**config.mk**
```make
export PLATFORM = sky130hd
export DESIGN_NAME = scr_regs
export DESIGN_NICKNAME = d
export VERILOG_FILES = /design/src/hdl/scr_pkg.sv /design/src/hdl/scr_regs.sv /design/src/hdl/scr_tick_div.sv /design/src/hdl/scr_counter.sv
export VERILOG_INCLUDE_DIRS = /design/src /design/src/hdl
export SDC_FILE = /design/constraint.sdc
export NUM_CORES = 1
export LEC_CHECK = 0
export ABC_AREA = 1
export BUFFER_PORTS_ARGS = -buffer_cell sky130_fd_sc_hd__buf_2
export CORE_ASPECT_RATIO = 0.8
export CORE_UTILIZATION = 55
export DETAILED_ROUTE_END_ITERATION = 12
export GPL_TIMING_DRIVEN = 0
export PLACE_DENSITY = 0.87
export SYNTH_ARGS = -nofsm -noshare
export SYNTH_HDL_FRONTEND = slang
export SYNTH_SLANG_ARGS = --single-unit
```
**constraint.sdc**
```tcl
create_clock -name CLK_I -period 14.58 [get_ports CLK_I]
set_input_delay 1.458 -clock CLK_I [delete_from_list [all_inputs] [get_ports CLK_I]]
set_output_delay 1.458 -clock CLK_I [all_outputs]
set_load 0.01 [all_outputs]
```
**src/hdl/scr_cfg.svh**
```systemverilog
/*
 * constants of the sensor control and status register bank
 * assumes inclusion by bare name from design and bench files
 */
`ifndef SCR_CFG_SVH
`define SCR_CFG_SVH

`define SCR_ADDR_CONTROL   5'h0e
`define SCR_ADDR_THERMAL   5'h0f
`define SCR_ADDR_STATUS    5'h10
`define SCR_ADDR_COUNTER   5'h11

`define SCR_CTL_KEY_HIGH   7
`define SCR_CTL_KEY_LOW    6
`define SCR_CTL_ERR_CLEAR  5
`define SCR_CTL_HP_BYPASS  3
`define SCR_CTL_INVERT     2
`define SCR_CTL_ST_DIR     1
`define SCR_CTL_ST_EN      0
`define SCR_CTL_RESET      8'h00
`define SCR_CTL_RD_MASK    8'h0f

`define SCR_ST_DATA_FAULT  7
`define SCR_ST_OSC_FAULT   6
`define SCR_ST_INIT        5
`define SCR_ST_THERMAL     4
`define SCR_ST_HP_PRESENT  3
`define SCR_ST_OFF_Y       2
`define SCR_ST_OFF_X       1
`define SCR_ST_RESET_OCC   0

`define SCR_CLK_MHZ        200
`define SCR_OSC_KHZ        4000
`define SCR_PRESCALE       32
`define SCR_OFFSET_MASK_MS 1500
`define SCR_INIT_CYCLES    64

`endif

```
**src/hdl/scr_pkg.sv**
```systemverilog
/*
 * types of the sensor control and status register bank
 * assumes scr_cfg.svh for numbers
 */
package scr_pkg;

  typedef enum logic [1:0] {
    SCR_KEY_IDLE,
    SCR_KEY_FIRST,
    SCR_KEY_SECOND
  } scr_key_e;

  typedef struct packed {
    logic       valid;
    logic       write;
    logic [4:0] addr;
    logic [7:0] data;
  } scr_req_s;

  typedef struct packed {
    logic       valid;
    logic       req_error;
    logic [7:0] data;
  } scr_rsp_s;

  typedef struct packed {
    logic hp_bypass;
    logic hp_freeze;
    logic st_enable;
    logic st_direction;
    logic second_axis_neg;
    logic second_axis_pos_def;
    logic first_axis_pos_def;
  } scr_dsp_s;

endpackage : scr_pkg

```
**src/hdl/scr_regs.sv**
```systemverilog
/*
 * control and status register bank of a dual-axis sensor
 * assumes the serial command layer delivers decoded one-cycle requests
 * and that fault detectors and the thermal sensor are synchronous levels
 */
// Functional notes
// - three keyed control writes reset the logic
// - keys and reserved bits read zero
// - error-clear write clears transient errors
// - reset flag clears only after initialisation
// - bypass removes and freezes highpass filter
// - selftest direction, enable; enable freezes highpass
// - acceleration words carry selftest enable
// - invert acts only with selftest enabled
// - selftest polarity encoding per axis
// - offset correction ignores the invert bit
// - thermal register read-only signed value
// - status register readable in all modes
// - data fault cleared only by reset
// - oscillator fault forces serial output high while selected, outside test mode
// - init flag set until initialisation done
// - thermal fault clears only once condition gone
// - highpass status follows bypass setting
// - offset faults masked after reset, cleared
// - reset flag set until error-clear
// - prescaled 8-bit free-running counter
// - writes elsewhere give request error
`timescale 1ns/1ps
`include "scr_cfg.svh"
module scr_regs #(
  parameter int unsigned OFFSET_MASK_CYCLES =
    `SCR_OFFSET_MASK_MS * `SCR_CLK_MHZ * 1000,
  parameter int unsigned INIT_CYCLES        = `SCR_INIT_CYCLES
) (
  // clock and reset
  input  wire logic             CLK_I,
  input  wire logic             RST_I,
  // register request and answer
  input  wire scr_pkg::scr_req_s REQ_I,
  output scr_pkg::scr_rsp_s      RSP_O,
  // fault detectors and sensors
  input  wire logic             PARITY_FAULT_I,
  input  wire logic             FUSE_FAULT_I,
  input  wire logic             OSC_MISMATCH_I,
  input  wire logic             THERMAL_OVER_I,
  input  wire logic             OFFSET_LIMIT_X_I,
  input  wire logic             OFFSET_LIMIT_Y_I,
  input  wire logic [7:0]       THERMAL_VALUE_I,
  input  wire logic             TEST_MODE_I,
  input  wire logic             CS_ACTIVE_I,
  // dsp and serial side
  output scr_pkg::scr_dsp_s      DSP_O,
  output logic                  ACCEL_ST_FLAG_O,
  output logic                  SDO_FORCE_HIGH_O,
  output logic                  SOFT_RESET_O,
  output logic                  INIT_DONE_O
);

  ////////////////////////////////////////////////////////////////////////////
  localparam int unsigned OSC_DIV = (`SCR_CLK_MHZ * 1000) / `SCR_OSC_KHZ;

  logic             soft_reset_reg;
  logic             int_rst;
  logic [7:0]       ctl_reg;
  logic [7:0]       wdata;
  logic             ctl_wr;
  logic             clear_err;
  scr_pkg::scr_key_e key_reg;
  logic [15:0]      init_cnt_reg;
  logic             init_reg;
  logic [31:0]      mask_cnt_reg;
  logic             mask_reg;
  logic             data_fault_reg;
  logic             fuse_stuck_reg;
  logic             thermal_reg;
  logic             off_x_reg;
  logic             off_y_reg;
  logic             reset_occ_reg;
  logic             osc_tick;
  logic [7:0]       count;
  logic [7:0]       status;
  logic [7:0]       rd_next;
  logic             st_en;
  logic             st_dir;
  logic             y_inv;
  logic             hp_byp;

  // soft reset acts as an asynchronous reset for one cycle; the key fsm,
  // the fuse latch and the answer register stay on the pin reset only
  assign int_rst   = RST_I | soft_reset_reg;
  assign wdata     = REQ_I.data;
  assign ctl_wr    = REQ_I.valid & REQ_I.write & (REQ_I.addr == `SCR_ADDR_CONTROL);
  assign clear_err = ctl_wr & wdata[`SCR_CTL_ERR_CLEAR];

  // named control fields used by the dsp decode; status reads ctl_reg directly
  assign st_en  = ctl_reg[`SCR_CTL_ST_EN];
  assign st_dir = ctl_reg[`SCR_CTL_ST_DIR];
  assign y_inv  = ctl_reg[`SCR_CTL_INVERT];
  assign hp_byp = ctl_reg[`SCR_CTL_HP_BYPASS];

  ////////////////////////////////////////////////////////////////////////////
  // keyed soft reset sequence
  always_ff @(posedge CLK_I or posedge RST_I) begin
    if (RST_I) begin
      key_reg        <= scr_pkg::SCR_KEY_IDLE;
      soft_reset_reg <= 1'b0;
    end else begin
      soft_reset_reg <= 1'b0;
      if (soft_reset_reg) begin
        key_reg <= scr_pkg::SCR_KEY_IDLE;
      end else if (ctl_wr) begin
        unique case (key_reg)
          scr_pkg::SCR_KEY_IDLE: begin
            if (wdata[7:6] == 2'b10) key_reg <= scr_pkg::SCR_KEY_FIRST;
          end
          scr_pkg::SCR_KEY_FIRST: begin
            // a repeated first key restarts, any other pattern aborts
            if (wdata[7:6] == 2'b11) key_reg <= scr_pkg::SCR_KEY_SECOND;
            else if (wdata[7:6] == 2'b10) key_reg <= scr_pkg::SCR_KEY_FIRST;
            else key_reg <= scr_pkg::SCR_KEY_IDLE;
          end
          scr_pkg::SCR_KEY_SECOND: begin
            // the pulse lands one cycle after the third write is taken
            if (wdata[7:6] == 2'b01) begin
              soft_reset_reg <= 1'b1;
              key_reg        <= scr_pkg::SCR_KEY_IDLE;
            end else if (wdata[7:6] == 2'b10) begin
              key_reg <= scr_pkg::SCR_KEY_FIRST;
            end else begin
              key_reg <= scr_pkg::SCR_KEY_IDLE;
            end
          end
        endcase
      end
    end
  end

  ////////////////////////////////////////////////////////////////////////////
  // control register: only stored bits, keys and clear read zero
  always_ff @(posedge CLK_I or posedge int_rst) begin
    if (int_rst) begin
      ctl_reg <= `SCR_CTL_RESET;
    end else if (ctl_wr) begin
      ctl_reg <= wdata & `SCR_CTL_RD_MASK;
    end
  end

  ////////////////////////////////////////////////////////////////////////////
  // initialisation interval after any reset
  // its length is a free choice; the flag only has to stand until it ends
  always_ff @(posedge CLK_I or posedge int_rst) begin
    if (int_rst) begin
      init_cnt_reg <= 16'h0000;
      init_reg     <= 1'b1;
    end else if (init_reg) begin
      init_cnt_reg <= init_cnt_reg + 16'h0001;
      if (init_cnt_reg == 16'(INIT_CYCLES - 1)) init_reg <= 1'b0;
    end
  end

  // offset fault reporting mask after reset
  always_ff @(posedge CLK_I or posedge int_rst) begin
    if (int_rst) begin
      mask_cnt_reg <= 32'h0000_0000;
      mask_reg     <= 1'b1;
    end else if (mask_reg) begin
      mask_cnt_reg <= mask_cnt_reg + 32'h0000_0001;
      if (mask_cnt_reg == 32'(OFFSET_MASK_CYCLES - 1)) mask_reg <= 1'b0;
    end
  end

  ////////////////////////////////////////////////////////////////////////////
  // internal data fault; fuse parity sticks through soft reset
  always_ff @(posedge CLK_I or posedge RST_I) begin
    if (RST_I) begin
      fuse_stuck_reg <= 1'b0;
    end else if (FUSE_FAULT_I && !TEST_MODE_I) begin
      fuse_stuck_reg <= 1'b1;
    end
  end

  always_ff @(posedge CLK_I or posedge int_rst) begin
    if (int_rst) begin
      data_fault_reg <= 1'b0;
    end else if (PARITY_FAULT_I && !TEST_MODE_I) begin
      data_fault_reg <= 1'b1;
    end
  end

  // thermal fault: set wins, clear only once condition gone
  always_ff @(posedge CLK_I or posedge int_rst) begin
    if (int_rst) begin
      thermal_reg <= 1'b0;
    end else if (THERMAL_OVER_I) begin
      thermal_reg <= 1'b1;
    end else if (clear_err) begin
      thermal_reg <= 1'b0;
    end
  end

  // offset faults per axis
  // set wins over a clear written in the same cycle
  always_ff @(posedge CLK_I or posedge int_rst) begin
    if (int_rst) begin
      off_x_reg <= 1'b0;
      off_y_reg <= 1'b0;
    end else begin
      if (OFFSET_LIMIT_X_I && !mask_reg) off_x_reg <= 1'b1;
      else if (clear_err) off_x_reg <= 1'b0;
      if (OFFSET_LIMIT_Y_I && !mask_reg) off_y_reg <= 1'b1;
      else if (clear_err) off_y_reg <= 1'b0;
    end
  end

  // reset-occurred: held through init, clearable afterwards
  // a clear written during initialisation is lost
  always_ff @(posedge CLK_I or posedge int_rst) begin
    if (int_rst) begin
      reset_occ_reg <= 1'b1;
    end else if (init_reg) begin
      reset_occ_reg <= 1'b1;
    end else if (clear_err) begin
      reset_occ_reg <= 1'b0;
    end
  end

  ////////////////////////////////////////////////////////////////////////////
  // counter from the primary oscillator rate
  scr_tick_div #(
    .DIV (OSC_DIV)
  ) u_tick (
    .CLK_I  (CLK_I),
    .RST_I  (int_rst),
    .TICK_O (osc_tick)
  );

  scr_counter #(
    .PRE_W (5),
    .CNT_W (8)
  ) u_count (
    .CLK_I   (CLK_I),
    .RST_I   (int_rst),
    .TICK_I  (osc_tick),
    .COUNT_O (count)
  );

  ////////////////////////////////////////////////////////////////////////////
  // status and read mux
  always_comb begin
    status                      = 8'h00;
    status[`SCR_ST_DATA_FAULT]  = data_fault_reg | fuse_stuck_reg;
    status[`SCR_ST_OSC_FAULT]   = OSC_MISMATCH_I;
    status[`SCR_ST_INIT]        = init_reg;
    status[`SCR_ST_THERMAL]     = thermal_reg;
    status[`SCR_ST_HP_PRESENT]  = ctl_reg[`SCR_CTL_HP_BYPASS];
    status[`SCR_ST_OFF_Y]       = off_y_reg;
    status[`SCR_ST_OFF_X]       = off_x_reg;
    status[`SCR_ST_RESET_OCC]   = reset_occ_reg;
  end

  // unmapped addresses read zero; reads are not refused, writes to them are
  always_comb begin
    unique case (REQ_I.addr)
      `SCR_ADDR_CONTROL: rd_next = ctl_reg & `SCR_CTL_RD_MASK;
      `SCR_ADDR_THERMAL: rd_next = THERMAL_VALUE_I;
      `SCR_ADDR_STATUS:  rd_next = status;
      `SCR_ADDR_COUNTER: rd_next = count;
      default:           rd_next = 8'h00;
    endcase
  end

  always_ff @(posedge CLK_I or posedge RST_I) begin
    if (RST_I) begin
      RSP_O <= '0;
    end else begin
      RSP_O.valid     <= REQ_I.valid;
      RSP_O.req_error <= REQ_I.valid & REQ_I.write &
                         (REQ_I.addr != `SCR_ADDR_CONTROL);
      // a write answers with its data masked to the control register's read-back bits, at any address
      RSP_O.data      <= REQ_I.write ? (wdata & `SCR_CTL_RD_MASK) : rd_next;
    end
  end

  ////////////////////////////////////////////////////////////////////////////
  // dsp controls; selftest forces the bypass so the filter state freezes
  always_comb begin
    DSP_O                     = '0;
    DSP_O.st_enable           = st_en;
    DSP_O.st_direction        = st_dir;
    DSP_O.hp_bypass           = hp_byp | st_en;
    DSP_O.hp_freeze           = DSP_O.hp_bypass;
    // inversion gated by selftest; offset correction never sees it
    DSP_O.second_axis_neg     = y_inv & st_en;
    // first axis follows direction; inversion flips the second axis only
    DSP_O.first_axis_pos_def  = st_en & ~st_dir;
    DSP_O.second_axis_pos_def = st_en & (st_dir ~^ y_inv);
  end

  assign ACCEL_ST_FLAG_O  = ctl_reg[`SCR_CTL_ST_EN];
  assign SDO_FORCE_HIGH_O = OSC_MISMATCH_I & ~TEST_MODE_I & CS_ACTIVE_I;
  assign SOFT_RESET_O     = soft_reset_reg;
  assign INIT_DONE_O      = ~init_reg;

endmodule : scr_regs

```
**src/hdl/scr_tick_div.sv**
```systemverilog
/*
 * divides the system clock down to one pulse per primary oscillator period
 * assumes a single synchronous clock domain
 */
`timescale 1ns/1ps
module scr_tick_div #(
  parameter int unsigned DIV = 50
) (
  input  wire logic CLK_I,
  input  wire logic RST_I,
  output logic      TICK_O
);
  logic [15:0] cnt_reg;

  always_ff @(posedge CLK_I or posedge RST_I) begin
    if (RST_I) begin
      cnt_reg <= 16'h0000;
      TICK_O  <= 1'b0;
    end else if (cnt_reg == 16'(DIV - 1)) begin
      cnt_reg <= 16'h0000;
      TICK_O  <= 1'b1;
    end else begin
      cnt_reg <= cnt_reg + 16'h0001;
      TICK_O  <= 1'b0;
    end
  end
endmodule : scr_tick_div

```
**src/hdl/scr_counter.sv**
```systemverilog
/*
 * prescaled free-running counter: prescaler then 8-bit wrapping count
 * assumes TICK_I pulses once per primary oscillator period
 */
`timescale 1ns/1ps
module scr_counter #(
  parameter int unsigned PRE_W = 5,
  parameter int unsigned CNT_W = 8
) (
  input  wire logic             CLK_I,
  input  wire logic             RST_I,
  input  wire logic             TICK_I,
  output logic      [CNT_W-1:0] COUNT_O
);
  logic [PRE_W-1:0] pre_reg;

  always_ff @(posedge CLK_I or posedge RST_I) begin
    if (RST_I) begin
      pre_reg <= '0;
      COUNT_O <= '0;
    end else if (TICK_I) begin
      pre_reg <= pre_reg + 1'b1;
      if (pre_reg == '1) begin
        COUNT_O <= COUNT_O + 1'b1;
      end
    end
  end
endmodule : scr_counter

```
Word level (Yosys, flattened, before mapping) --
Cells that the tools add are included.
Cells by class: add/subtract/negate cells 5, equality and inequality tests 15, muxes and demuxes 24, bitwise gates (word level) 16, reduce and logical (&&, ||, !) cells 14
Operators by type and width (count):
- $add A16 B1 Y16 const B | 2
- $add A32 B1 Y32 const B | 1
- $eq A16 B6 Y1 const B | 2
- $eq A32 B29 Y1 const B | 1
- $pmux W8 S4 | 1
- $mux W1 | 16
- $mux W16 | 1
- $eq A5 B5 Y1 const B | 3
- $eq A5 B4 Y1 const B | 2
- $reduce_bool A2 Y1 | 5
- $and A1 B1 Y1 | 9
- $add A8 B1 Y8 const B | 1
- $mux W2 | 4
- $mux W8 | 1
- $eq A2 B2 Y1 const B | 3
- $pmux W2 S3 | 1
- $add A5 B1 Y5 const B | 1
- $ne A5 B4 Y1 const B | 1
- $eq A2 B1 Y1 const B | 2
- $logic_and A1 B1 Y1 | 4
- $reduce_and A2 Y1 | 2
- $ne A3 B3 Y1 const B | 1
- $not A1 Y1 | 3
- $or A1 B1 Y1 | 3
- other kinds (3) | 4
Storage, ports and cells: bits in registers 103, bits of input ports 33, output and inout port bits 21, logic and storage cells 94

Longest topological paths before layout --
Gate-level depths: netlist of the first run.
depth in word-level cells 6, depth in mapped cells 11

Cells and area by module --
Synthesis of the first run repeated with hierarchy kept, for this count alone.
Unflattened totals: cell total of the unflattened synthesis 725, area total of the unflattened synthesis 5728.0 µm²
By module, submodules not included:
- scr_regs | times used 1, cells an instance 539, area an instance 4144.0 µm², sequential area each 1830.5 µm²
- scr_tick_div | times used 1, cells an instance 115, area an instance 925.9 µm², sequential area each 425.4 µm²
- scr_counter | times used 1, cells an instance 71, area an instance 658.1 µm², sequential area each 325.3 µm²

Least setup slack after synthesis of the first run --
Ideal clock, no wire load.
path kind input-to-output, from input CS_ACTIVE_I, to output SDO_FORCE_HIGH_O, arrival time 1.653 ns, required time 13.122 ns, setup slack 11.469 ns, stages 2, path buffers 0, cell sequence nand2_1 > nor2_1
Between the ends: longest elaborated chain between the ends 1
Ends and longest elaborated chain:
- start, declared | RTL line scr_regs.sv:50 | input wire logic CS_ACTIVE_I,
- $and A1 B1 Y1 | RTL line scr_regs.sv:300 | assign SDO_FORCE_HIGH_O = OSC_MISMATCH_I & ~TEST_MODE_I & CS_ACTIVE_I;
- end, declared | RTL line scr_regs.sv:54 | output logic SDO_FORCE_HIGH_O,
Every way passes these cells.

Final worst setup path of the first run --
from input OSC_MISMATCH_I, to output SDO_FORCE_HIGH_O
Between the ends: longest elaborated chain between the ends 2
Ends and longest elaborated chain:
- start, declared | RTL line scr_regs.sv:44 | input wire logic OSC_MISMATCH_I,
- $and A1 B1 Y1 (2 in a row) | RTL line scr_regs.sv:300
Every way passes these cells.

==> results of run 1 <==
placed cells by master, fill, tap and decap left out:
| cell | count |
|---|---|
| inv_2 | 1 |
| o21ai_0 | 10 |
| o21bai_1 | 1 |
| buf_4 | 5 |
| nor4_1 | 1 |
| buf_12 | 2 |
| clkinv_2 | 1 |
| xnor2_1 | 15 |
| a21oi_1 | 5 |
| clkbuf_16 | 9 |
| bufinv_16 | 3 |
| o211ai_1 | 2 |
| nor2_8 | 2 |
| nand3_1 | 46 |
| nand2_1 | 170 |
| nand3b_1 | 2 |
| and3_1 | 1 |
| ha_1 | 10 |
| xor2_1 | 38 |
| inv_4 | 1 |
| dfrtp_1 | 100 |
| nand4_1 | 37 |
| nor2_2 | 9 |
| nand2_2 | 10 |
| o21ai_1 | 7 |
| nand3_2 | 2 |
| inv_1 | 102 |
| nor3_2 | 1 |
| buf_6 | 1 |
| dfstp_2 | 3 |
| nor3_1 | 12 |
| buf_2 | 54 |
| clkbuf_8 | 1 |
| nor2_4 | 6 |
| nor2_1 | 69 |
| or2_2 | 1 |
path summary, 6_finish.rpt:
| kind | from | endpoint | slack (ns) | cells after the start |
|---|---|---|---|---|
| max in group asynchronous | RST_I | mask_reg | 12.57 | 3 |
| worst max-delay path | OSC_MISMATCH_I | SDO_FORCE_HIGH_O | 11.31 | 4 |
| min in group asynchronous | SOFT_RESET_O | ctl_reg[0] | 0.56 | 1 |
| worst min register to register | data_fault_reg | data_fault_reg | 0.47 | 2 |
| worst min-delay path | data_fault_reg | data_fault_reg | 0.47 | 2 |
| worst max register to register | u_count.pre_reg[0] | u_count.COUNT_O[6] | 12.82 | 11 |
stage by stage:
stage | utilization | hold slack (ns) | setup slack [ns] | cell area [um2]
floorplan | - | 0.4213 | 7.928 | 5461
global placement | 0.6101 | 0.4369 | 5.938 | 5887
detailed placement | 0.6150 | 0.4597 | 11.32 | 5934
CTS | 0.6496 | 0.4690 | 11.32 | 6269
global route | 0.6496 | 0.4782 | 11.27 | 6269
finish | 0.6496 | 0.4674 | 11.31 | 6269
layer usage:
metal  GRT usage  up-vias  share of wire
met5           0        -              0
met4     0.07675        0          0.017
met3     0.05674       23          0.056
met2      0.4172      161           0.49
met1      0.3048     2143           0.43
li1            -     2226              -
worst max-delay path, stage by stage:
cell	delay [ns]
buf_2	0.10
nand2_1	0.05
nor2_1	0.08
buf_2	0.13
power by group through the flow:
stage | clock [mW] | combinational [mW] | sequential, mW
finish | 0.272 | 0.0403 | 0.294
detailed placement | 0 | 0.0405 | 0.299
CTS | 0.274 | 0.0407 | 0.293
global placement | 0 | 0.0376 | 0.299
global route | 0.288 | 0.0450 | 0.294
floorplan | 0 | 0.0224 | 0.299
kinds of logic after synthesis:
kind of cell               Yosys count  share of synthesized area
xor gates and xnor gates            53                    0.08500
AOI/OAI and AO/OA                   25                    0.02428
and+or+nand+nor                    369                     0.3116
adders and majority gates           10                    0.02291
DFF                                103                     0.4726
buffers and inverters              113                    0.08362
layout make-up:
type | instances | area [um2]
fill | 747 | 3381
inverter | 104 | 392.9
buffer | 9 | 63.81
sequential | 103 | 2581
timing repair buffer | 53 | 295.3
clock buffer | 10 | 239.0
clock inverter | 4 | 95.09
multi-input combinational | 457 | 2431
tap | 136 | 170.2
==> flow_summary.toml, run 1 <==
[synth]
syn_area_um2 = 5461
synth_most_common_cell = "nand2_1"
yosysWarnings = 0
async_flop_share = 1.000
yosysSeqAreaShare = 0.4726
ys_ff_latch = 103
synthesis.nets = 716
synth_cell_type_count = 31
synth_cells = 673
synth_edf_count = 0
syn_avg_cell_area_um2 = 8.115
synthTopCellsByArea = "dfrtp_1 (46%), nand2_1 (12%), inv_1 (7.0%), xor2_1 (6.1%), nor2_1 (4.8%)"
synth_top_cell_by_area = "dfrtp_1"
synth_top_area_frac = 0.4582
ys.flop_type = "dfrtp_1"
synth_common_cells = "nand2_1 (170), inv_1 (102), dfrtp_1 (100), nor2_1 (70), nand3_1 (46)"

[pwr]
power.density_nw_per_um2 = 96.63
seqPwrFrac = 0.485
switching_power_mw = 0.1300
ir_worst_vdd_mv = 0.05288
power_frac_clock = 0.449
p_int_mw = 0.4757
p_leak_nw = 3.243
p_sw_frac = 0.2147
p_comb_frac = 0.066
finalPower_mw = 0.6057

[grt]
grt_first_pass_wirelength_um = 20040
grt_pass1_vias = 4513
grt_overflow = 0
grt_max_degree = 36
grt_usage = 0.2434
grt_antenna_before_repair = 0

[die]
dieWidth_um = 113.4
start_util = 0.5660
die_height_um = 91.13
ios = 54
die-area_um2 = 10340
row_count = 32
core_area_um2 = 9649

[routing]
wirelength_um = 11830
drt-pass1-iter-count = 7
drt-vias-per-instance = 5.197
drcViolationCount = 0
drt_iter0_drc = 265
drtAntennaViolNets = 0
vias = 4553
wl_per_cell_um = 13.51

[clocking]
clockBufferDepth = 2
h-tree-depth = 3
cts.sinks = 103
insertion_delay_ns = 0.34
cts_setup_buffers = 0
clk_pin_slew_ns = 0.07
cts-buffers-inserted = 9
cts_resized = 0
root_buffer = "clkbuf_16"
cts_tree = "built"
cts_hold_buf = 0

[min_path]
hold_path.class = "reg -> reg"

[finish]
largest_register_ffs = 32
layout.cells.non_filler = 876
antennaDiodeCount = 0
syn_to_final_growth_pct = 14.78
nets = 780
drive_above_1_share = 0.1514

[sta]
finalHoldViolCount = 0
final.setup.tns_ns = 0
fmax_mhz = 306.1
layout_worst_path_cycle_share = 0.2240
worst_pin_slew_ns = 0.7648
finalCriticalPeriod_ns = 3.266
rsz0062_at_grt = "false"
finalSetupViolCount = 0
skew_ns = 0.006199
drv_slew = 0
slew_headroom = 0.4889

[outcome]
status = "finished clean"

[critical_path]
crit_path_max_fanout = 2
arrival_ns = 1.81
crit_required_ns = 13.12
start_kind = "input port"
cp-end-kind = "output port"
worst-setup-path-type = "in -> out"

[placement]
dp_cells = 862
dpl.hpwl_um = 8692
place_congestion = 0.8804
port_buffers = 51

[flow_run]
drv_cap = 0
(Power assumes the default switching activity.)
==> run 2: changes to the inputs <==
--- a/config.mk
+++ b/config.mk
@@ -9,10 +9,10 @@
 export ABC_AREA = 1
 export BUFFER_PORTS_ARGS = -buffer_cell sky130_fd_sc_hd__buf_2
 export CORE_ASPECT_RATIO = 0.8
-export CORE_UTILIZATION = 55
+export CORE_UTILIZATION = 54
 export DETAILED_ROUTE_END_ITERATION = 12
 export GPL_TIMING_DRIVEN = 0
-export PLACE_DENSITY = 0.87
+export PLACE_DENSITY = 0.89
 export SYNTH_ARGS = -nofsm -noshare
 export SYNTH_HDL_FRONTEND = slang
 export SYNTH_SLANG_ARGS = --single-unit
==> constraint.sdc (replaced) <==
create_clock -name CLK_I -period 2.9 [get_ports CLK_I]
set_input_delay 0.29 -clock CLK_I [delete_from_list [all_inputs] [get_ports CLK_I]]
set_output_delay 0.29 -clock CLK_I [all_outputs]
set_load 0.01 [all_outputs]
==> run 2 against run 1 <==
- first-iteration DRC count up 8.7%
- clock-buffer cell count unchanged
- utilization down 0.48 points
- final cell count up 0.34%
- critical endpoint is now u_count.COUNT_O[7]
- largest power group unchanged
- routed wire length down 7.6%
- total power rose to 4.9 times the previous value
- final area about the same
==> flow_summary.toml, run 2 (synthesis results as in run 1) <==
[outcome]
status = "finished clean"

[die]
ios = 54
start_util = 0.5613
core_area_um2 = 9729
die-area_um2 = 10520
die_height_um = 91.95
dieWidth_um = 114.4
row_count = 32

[clocking]
clockBufferDepth = 2
cts-buffers-inserted = 9
insertion_delay_ns = 0.35
cts_hold_buf = 1
clk_pin_slew_ns = 0.07
cts.sinks = 103
root_buffer = "clkbuf_16"
cts_setup_buffers = 0
cts_tree = "built"
cts_resized = 0
h-tree-depth = 3

[routing]
drcViolationCount = 0
drt_iter0_drc = 288
drt-pass1-iter-count = 5
drt-vias-per-instance = 5.056
vias = 4444
wirelength_um = 10930
drtAntennaViolNets = 0
wl_per_cell_um = 12.43

[sta]
worst_pin_slew_ns = 0.7619
finalHoldViolCount = 0
drv_slew = 0
finalCriticalPeriod_ns = 1.792
layout_worst_path_cycle_share = 0.6179
fmax_mhz = 558.0
finalHoldWorstSlack_ns = 0.06750
rsz0062_at_grt = "false"
slew_headroom = 0.4908
final.setup.tns_ns = 0
setup_ws_ns = 1.108
skew_ns = 0.006514
finalSetupViolCount = 0

[critical_path]
cp-end-kind = "flop"
slowest_delay_ns = 0.40
arrival_ns = 2.03
crit_path_max_fanout = 4
start_kind = "flop"
cp_slowest_cell = "dfrtp_1"
cp_common_cell = "ha_1"
worst-setup-path-type = "reg -> reg"
path_cells = "ha_1, and3_1, ha_1, nand2_2, nor3_2, nand3_1, o21ai_0, nand2_1"
crit_required_ns = 3.14

[grt]
grt_first_pass_wirelength_um = 19180
grt_usage = 0.2321
grt_overflow = 0
grt_max_degree = 35
grt_antenna_before_repair = 0
grt_pass1_vias = 4263

[finish]
ff_latch_area_um2 = 2581
fin_area_um2 = 6274
layout.cells.non_filler = 879
syn_to_final_growth_pct = 14.87
nets = 781
n_fill_cell = 786
antennaDiodeCount = 0
largest_register_ffs = 32
multi_input_area_um2 = 2431
final_common_cell = "nand2_1"
drive_above_1_share = 0.1534
final_cell_mix = "nand2_1 (170), inv_1 (102), dfrtp_1 (100), nor2_1 (69), buf_2 (54)"

[pwr]
power.density_nw_per_um2 = 476.3
ir_worst_vdd_mv = 0.4968
p_leak_nw = 3.242

[placement]
place_congestion = 0.8748
preCtsSetupSlack_ns = 1.106
port_buffers = 51
dp_cells = 862
dpl_cell_area_um2 = 5934
dpl.hpwl_um = 8218

[min_path]
hold_path.class = "in -> reg"

[flow_run]
drv_cap = 0
run 2: layer usage:
| metal | GRT usage | part of all wire | wire length, um |
|---|---|---|---|
| met1 | 0.3069 | 0.47 | 5177 |
| met2 | 0.3798 | 0.46 | 5051 |
| met3 | 0.05354 | 0.056 | 610 |
| met4 | 0.07143 | 0.0082 | 90 |
| met5 | 0 | 0 | 0 |
run 2: path summary, 6_finish.rpt:
path                                    startpoint  depth (start not counted)  slack, ns                 end
worst min-delay path                     REQ_I[14]                          1       0.07            RSP_O[9]
min in group asynchronous                    RST_I                          3       0.55          key_reg[1]
worst min register to register      data_fault_reg                          2       0.47      data_fault_reg
worst max register to register  u_count.pre_reg[0]                          8       1.11  u_count.COUNT_O[7]
max in group asynchronous                    RST_I                          5       1.35     mask_cnt_reg[4]
worst max-delay path            u_count.pre_reg[0]                          8       1.11  u_count.COUNT_O[7]
run 2: per-stage QoR:
| stage | util | total power, mW |
|---|---|---|
| floorplan | - | 1.614 |
| global route | 0.6448 | 3.098 |
| CTS | 0.6448 | 3.017 |
| detailed placement | 0.6100 | 1.702 |
| global placement | 0.6058 | 1.690 |
| finish | 0.6448 | 2.988 |
run 2: layout make-up:
class,count,share of cell area
Clock buffer,10,0.03809
Buffer,9,0.01017
Clock inverter,6,0.01436
Tap cell,136,0.02712
Multi-Input combinational cell,457,0.3875
Timing Repair Buffer,54,0.04866
Sequential cell,103,0.4114
Inverter,104,0.06262
run 2: report_power, final:
group          leakage [nW]  internal (mW)  switching, mW  total [mW]
registers              1.37           1.46         0.0174        1.47
logic                  1.71         0.0785          0.124       0.202
clock network         0.159          0.784          0.527        1.31
run 2: critical path, delay by kind of cell, from the launching register on:
kind | cells | cell delay (ns)
flops | 1 | 0.40
fa+ha+maj | 2 | 0.35
simple gates | 5 | 0.74
compound gates | 1 | 0.20
==> run 3: changes to the inputs <==
==> constraint.sdc (replaced) <==
create_clock -name CLK_I -period 1.55 [get_ports CLK_I]
set_input_delay 0.155 -clock CLK_I [delete_from_list [all_inputs] [get_ports CLK_I]]
set_output_delay 0.155 -clock CLK_I [all_outputs]
set_load 0.01 [all_outputs]
==> run 3 against run 2 <==
- the run now ends with negative setup slack left
- combinational power grew 100%
- clock skew hardly changed
- hold slack lost 0.056 ns
- clock-buffer cell count is 1 higher
- final area is 4.5% higher
- non-clock buffer count up 17
- register-to-register slack got worse by 1.2 ns
- total power increased by 85%
==> flow_summary.toml, run 3 (synthesis results as in run 1) <==
[placement]
port_buffers = 51
dpl.hpwl_um = 8668
dp_cells = 863
place_congestion = 0.8951

[finish]
largest_register_ffs = 32
final_cell_mix = "nand2_1 (165), inv_1 (100), dfrtp_1 (98), nor2_1 (62), buf_2 (54)"
ff_latch_area_um2 = 2584
multi_input_area_um2 = 2562
n_fill_cell = 682
syn_to_final_growth_pct = 20.09
layout.cells.non_filler = 897
final_common_cell = "nand2_1"
antennaDiodeCount = 0
nets = 799
drive_above_1_share = 0.2011

[critical_path]
arrival_ns = 1.90
crit_path_max_fanout = 4
reg2reg_to = "u_count.COUNT_O[6]"
reg2reg_depth = 10
worst-setup-path-type = "reg -> reg"
reg2reg_slack_ns = -0.12
crit_required_ns = 1.78
start_kind = "flop"
regToRegStartpoint = "u_count.pre_reg[0]"
cp-end-kind = "flop"

[min_path]
whs_path_depth = 3
hold_start = "FUSE_FAULT_I"
whs_endpoint = "fuse_stuck_reg"
hold_path.class = "in -> reg"

[die]
die_height_um = 91.95
start_util = 0.5613
dieWidth_um = 114.4
row_count = 32
core_area_um2 = 9729
die-area_um2 = 10520
ios = 54

[sta]
worst_pin_slew_ns = 0.7088
finalCriticalPeriod_ns = 1.665
finalHoldWorstSlack_ns = 0.01193
finalSetupViolCount = 4
finalHoldViolCount = 0
layout_worst_path_cycle_share = 1.074
slew_headroom = 0.5263
fmax_mhz = 600.5
drv_slew = 0
skew_ns = 0.006229
setup_ws_ns = -0.1153
rsz0062_at_grt = "true"

[routing]
wirelength_um = 13010
drt_iter0_drc = 526
drt-vias-per-instance = 5.390
drcViolationCount = 0
vias = 4835
drtAntennaViolNets = 0
wl_per_cell_um = 14.50
drt-pass1-iter-count = 6

[outcome]
status = "complete, but fails checks"
failed_checks = "negative setup slack"

[flow_run]
drv_cap = 0

[pwr]
power.density_nw_per_um2 = 840.7
ir_worst_vdd_mv = 0.5324
finalPower_mw = 5.514
p_leak_nw = 3.386

[grt]
grt_first_pass_wirelength_um = 21170
grt_usage = 0.2535
grt_overflow = 0
grt_pass1_vias = 4717
grt_antenna_before_repair = 0
grt_max_degree = 27

[clocking]
cts.sinks = 103
clk_pin_slew_ns = 0.07
root_buffer = "clkbuf_16"
cts-buffers-inserted = 9
h-tree-depth = 3
clockBufferDepth = 2
insertion_delay_ns = 0.35
cts_tree = "built"
run 3: cell count changes in the layout (fill, tap and decap cells not counted), moves of 3 or more:
cell,change
nor2_4,+6
buf_4,+14
ha_1,-3
nor2_1,-7
nand2_1,-5
nand2_4,+3
run 3: report_power, final:
group	switching, mW	internal, mW
Sequential	0.0349	2.73
Clock	0.995	1.35
Combinational	0.239	0.166
run 3: critical path, cell delays in order (launching register included):
cell     delay (ns)
dfrtp_1        0.37
ha_2           0.20
and3_4         0.19
ha_4           0.13
nand2_4        0.08
inv_4          0.07
nand2_4        0.05
nor2_4         0.12
nand2_2        0.08
o21ai_2        0.16
nand2_1        0.08
run 3: area by class of cell:
| cell class | instances | share of cell area |
|---|---|---|
| Tap cell | 136 | 0.02594 |
| Buffer | 9 | 0.009729 |
| Clock inverter | 5 | 0.009729 |
| Multi-Input combinational cell | 458 | 0.3907 |
| Sequential cell | 103 | 0.3939 |
| Timing Repair Buffer | 71 | 0.07116 |
| Inverter | 104 | 0.06028 |
| Clock buffer | 11 | 0.03853 |
run 3: through the flow:
| stage | instance area [um2] | setup TNS (ns) | util | worst slack, ns |
|---|---|---|---|---|
| 2_1_floorplan | 5470 | -48.92 | - | -0.5624 |
| 3_3_place_gp | 5896 | -99.36 | 0.6060 | -1.138 |
| 3_5_place_dp | 5971 | -0.4087 | 0.6137 | -0.1640 |
| 4_1_cts | 6372 | -0.01825 | 0.6550 | -0.01825 |
| 5_1_grt | 6559 | -0.7659 | 0.6741 | -0.1863 |
| 6_report | 6559 | -0.1837 | 0.6741 | -0.1153 |
run 3: worst max-delay path by stage:
| stage | from | end | cells after the start |
|---|---|---|---|
| 6_report | u_count.pre_reg[0] | u_count.COUNT_O[6] | 10 |
| 5_1_grt | u_count.pre_reg[0] | u_count.COUNT_O[6] | 10 |
| 4_1_cts | u_count.pre_reg[1] | u_count.COUNT_O[7] | 8 |
| 3_5_place_dp | u_count.pre_reg[0] | u_count.COUNT_O[7] | 8 |
| 3_3_place_gp | SOFT_RESET_O | u_tick.cnt_reg[9] | 1 |
| 2_1_floorplan | SOFT_RESET_O | ctl_reg[0] | 1 |
run 3: metal layers:
layer  global-route usage  vias to the layer above  share of wire
met5                    0                        -              0
met4              0.08333                        0          0.018
li1                     -                     2274              -
met1               0.3204                     2292           0.42
met2               0.4268                      236           0.49
met3              0.06213                       33          0.076
run 3: repair_timing:
action,CTS,global route
gates resized for setup,11,27
pin swaps,4,13
endpoints found under the hold margin,15,0
cloned,1,0
buffers inserted,4,11
endpoints found under the setup margin,9,24
hold buffers,2,0
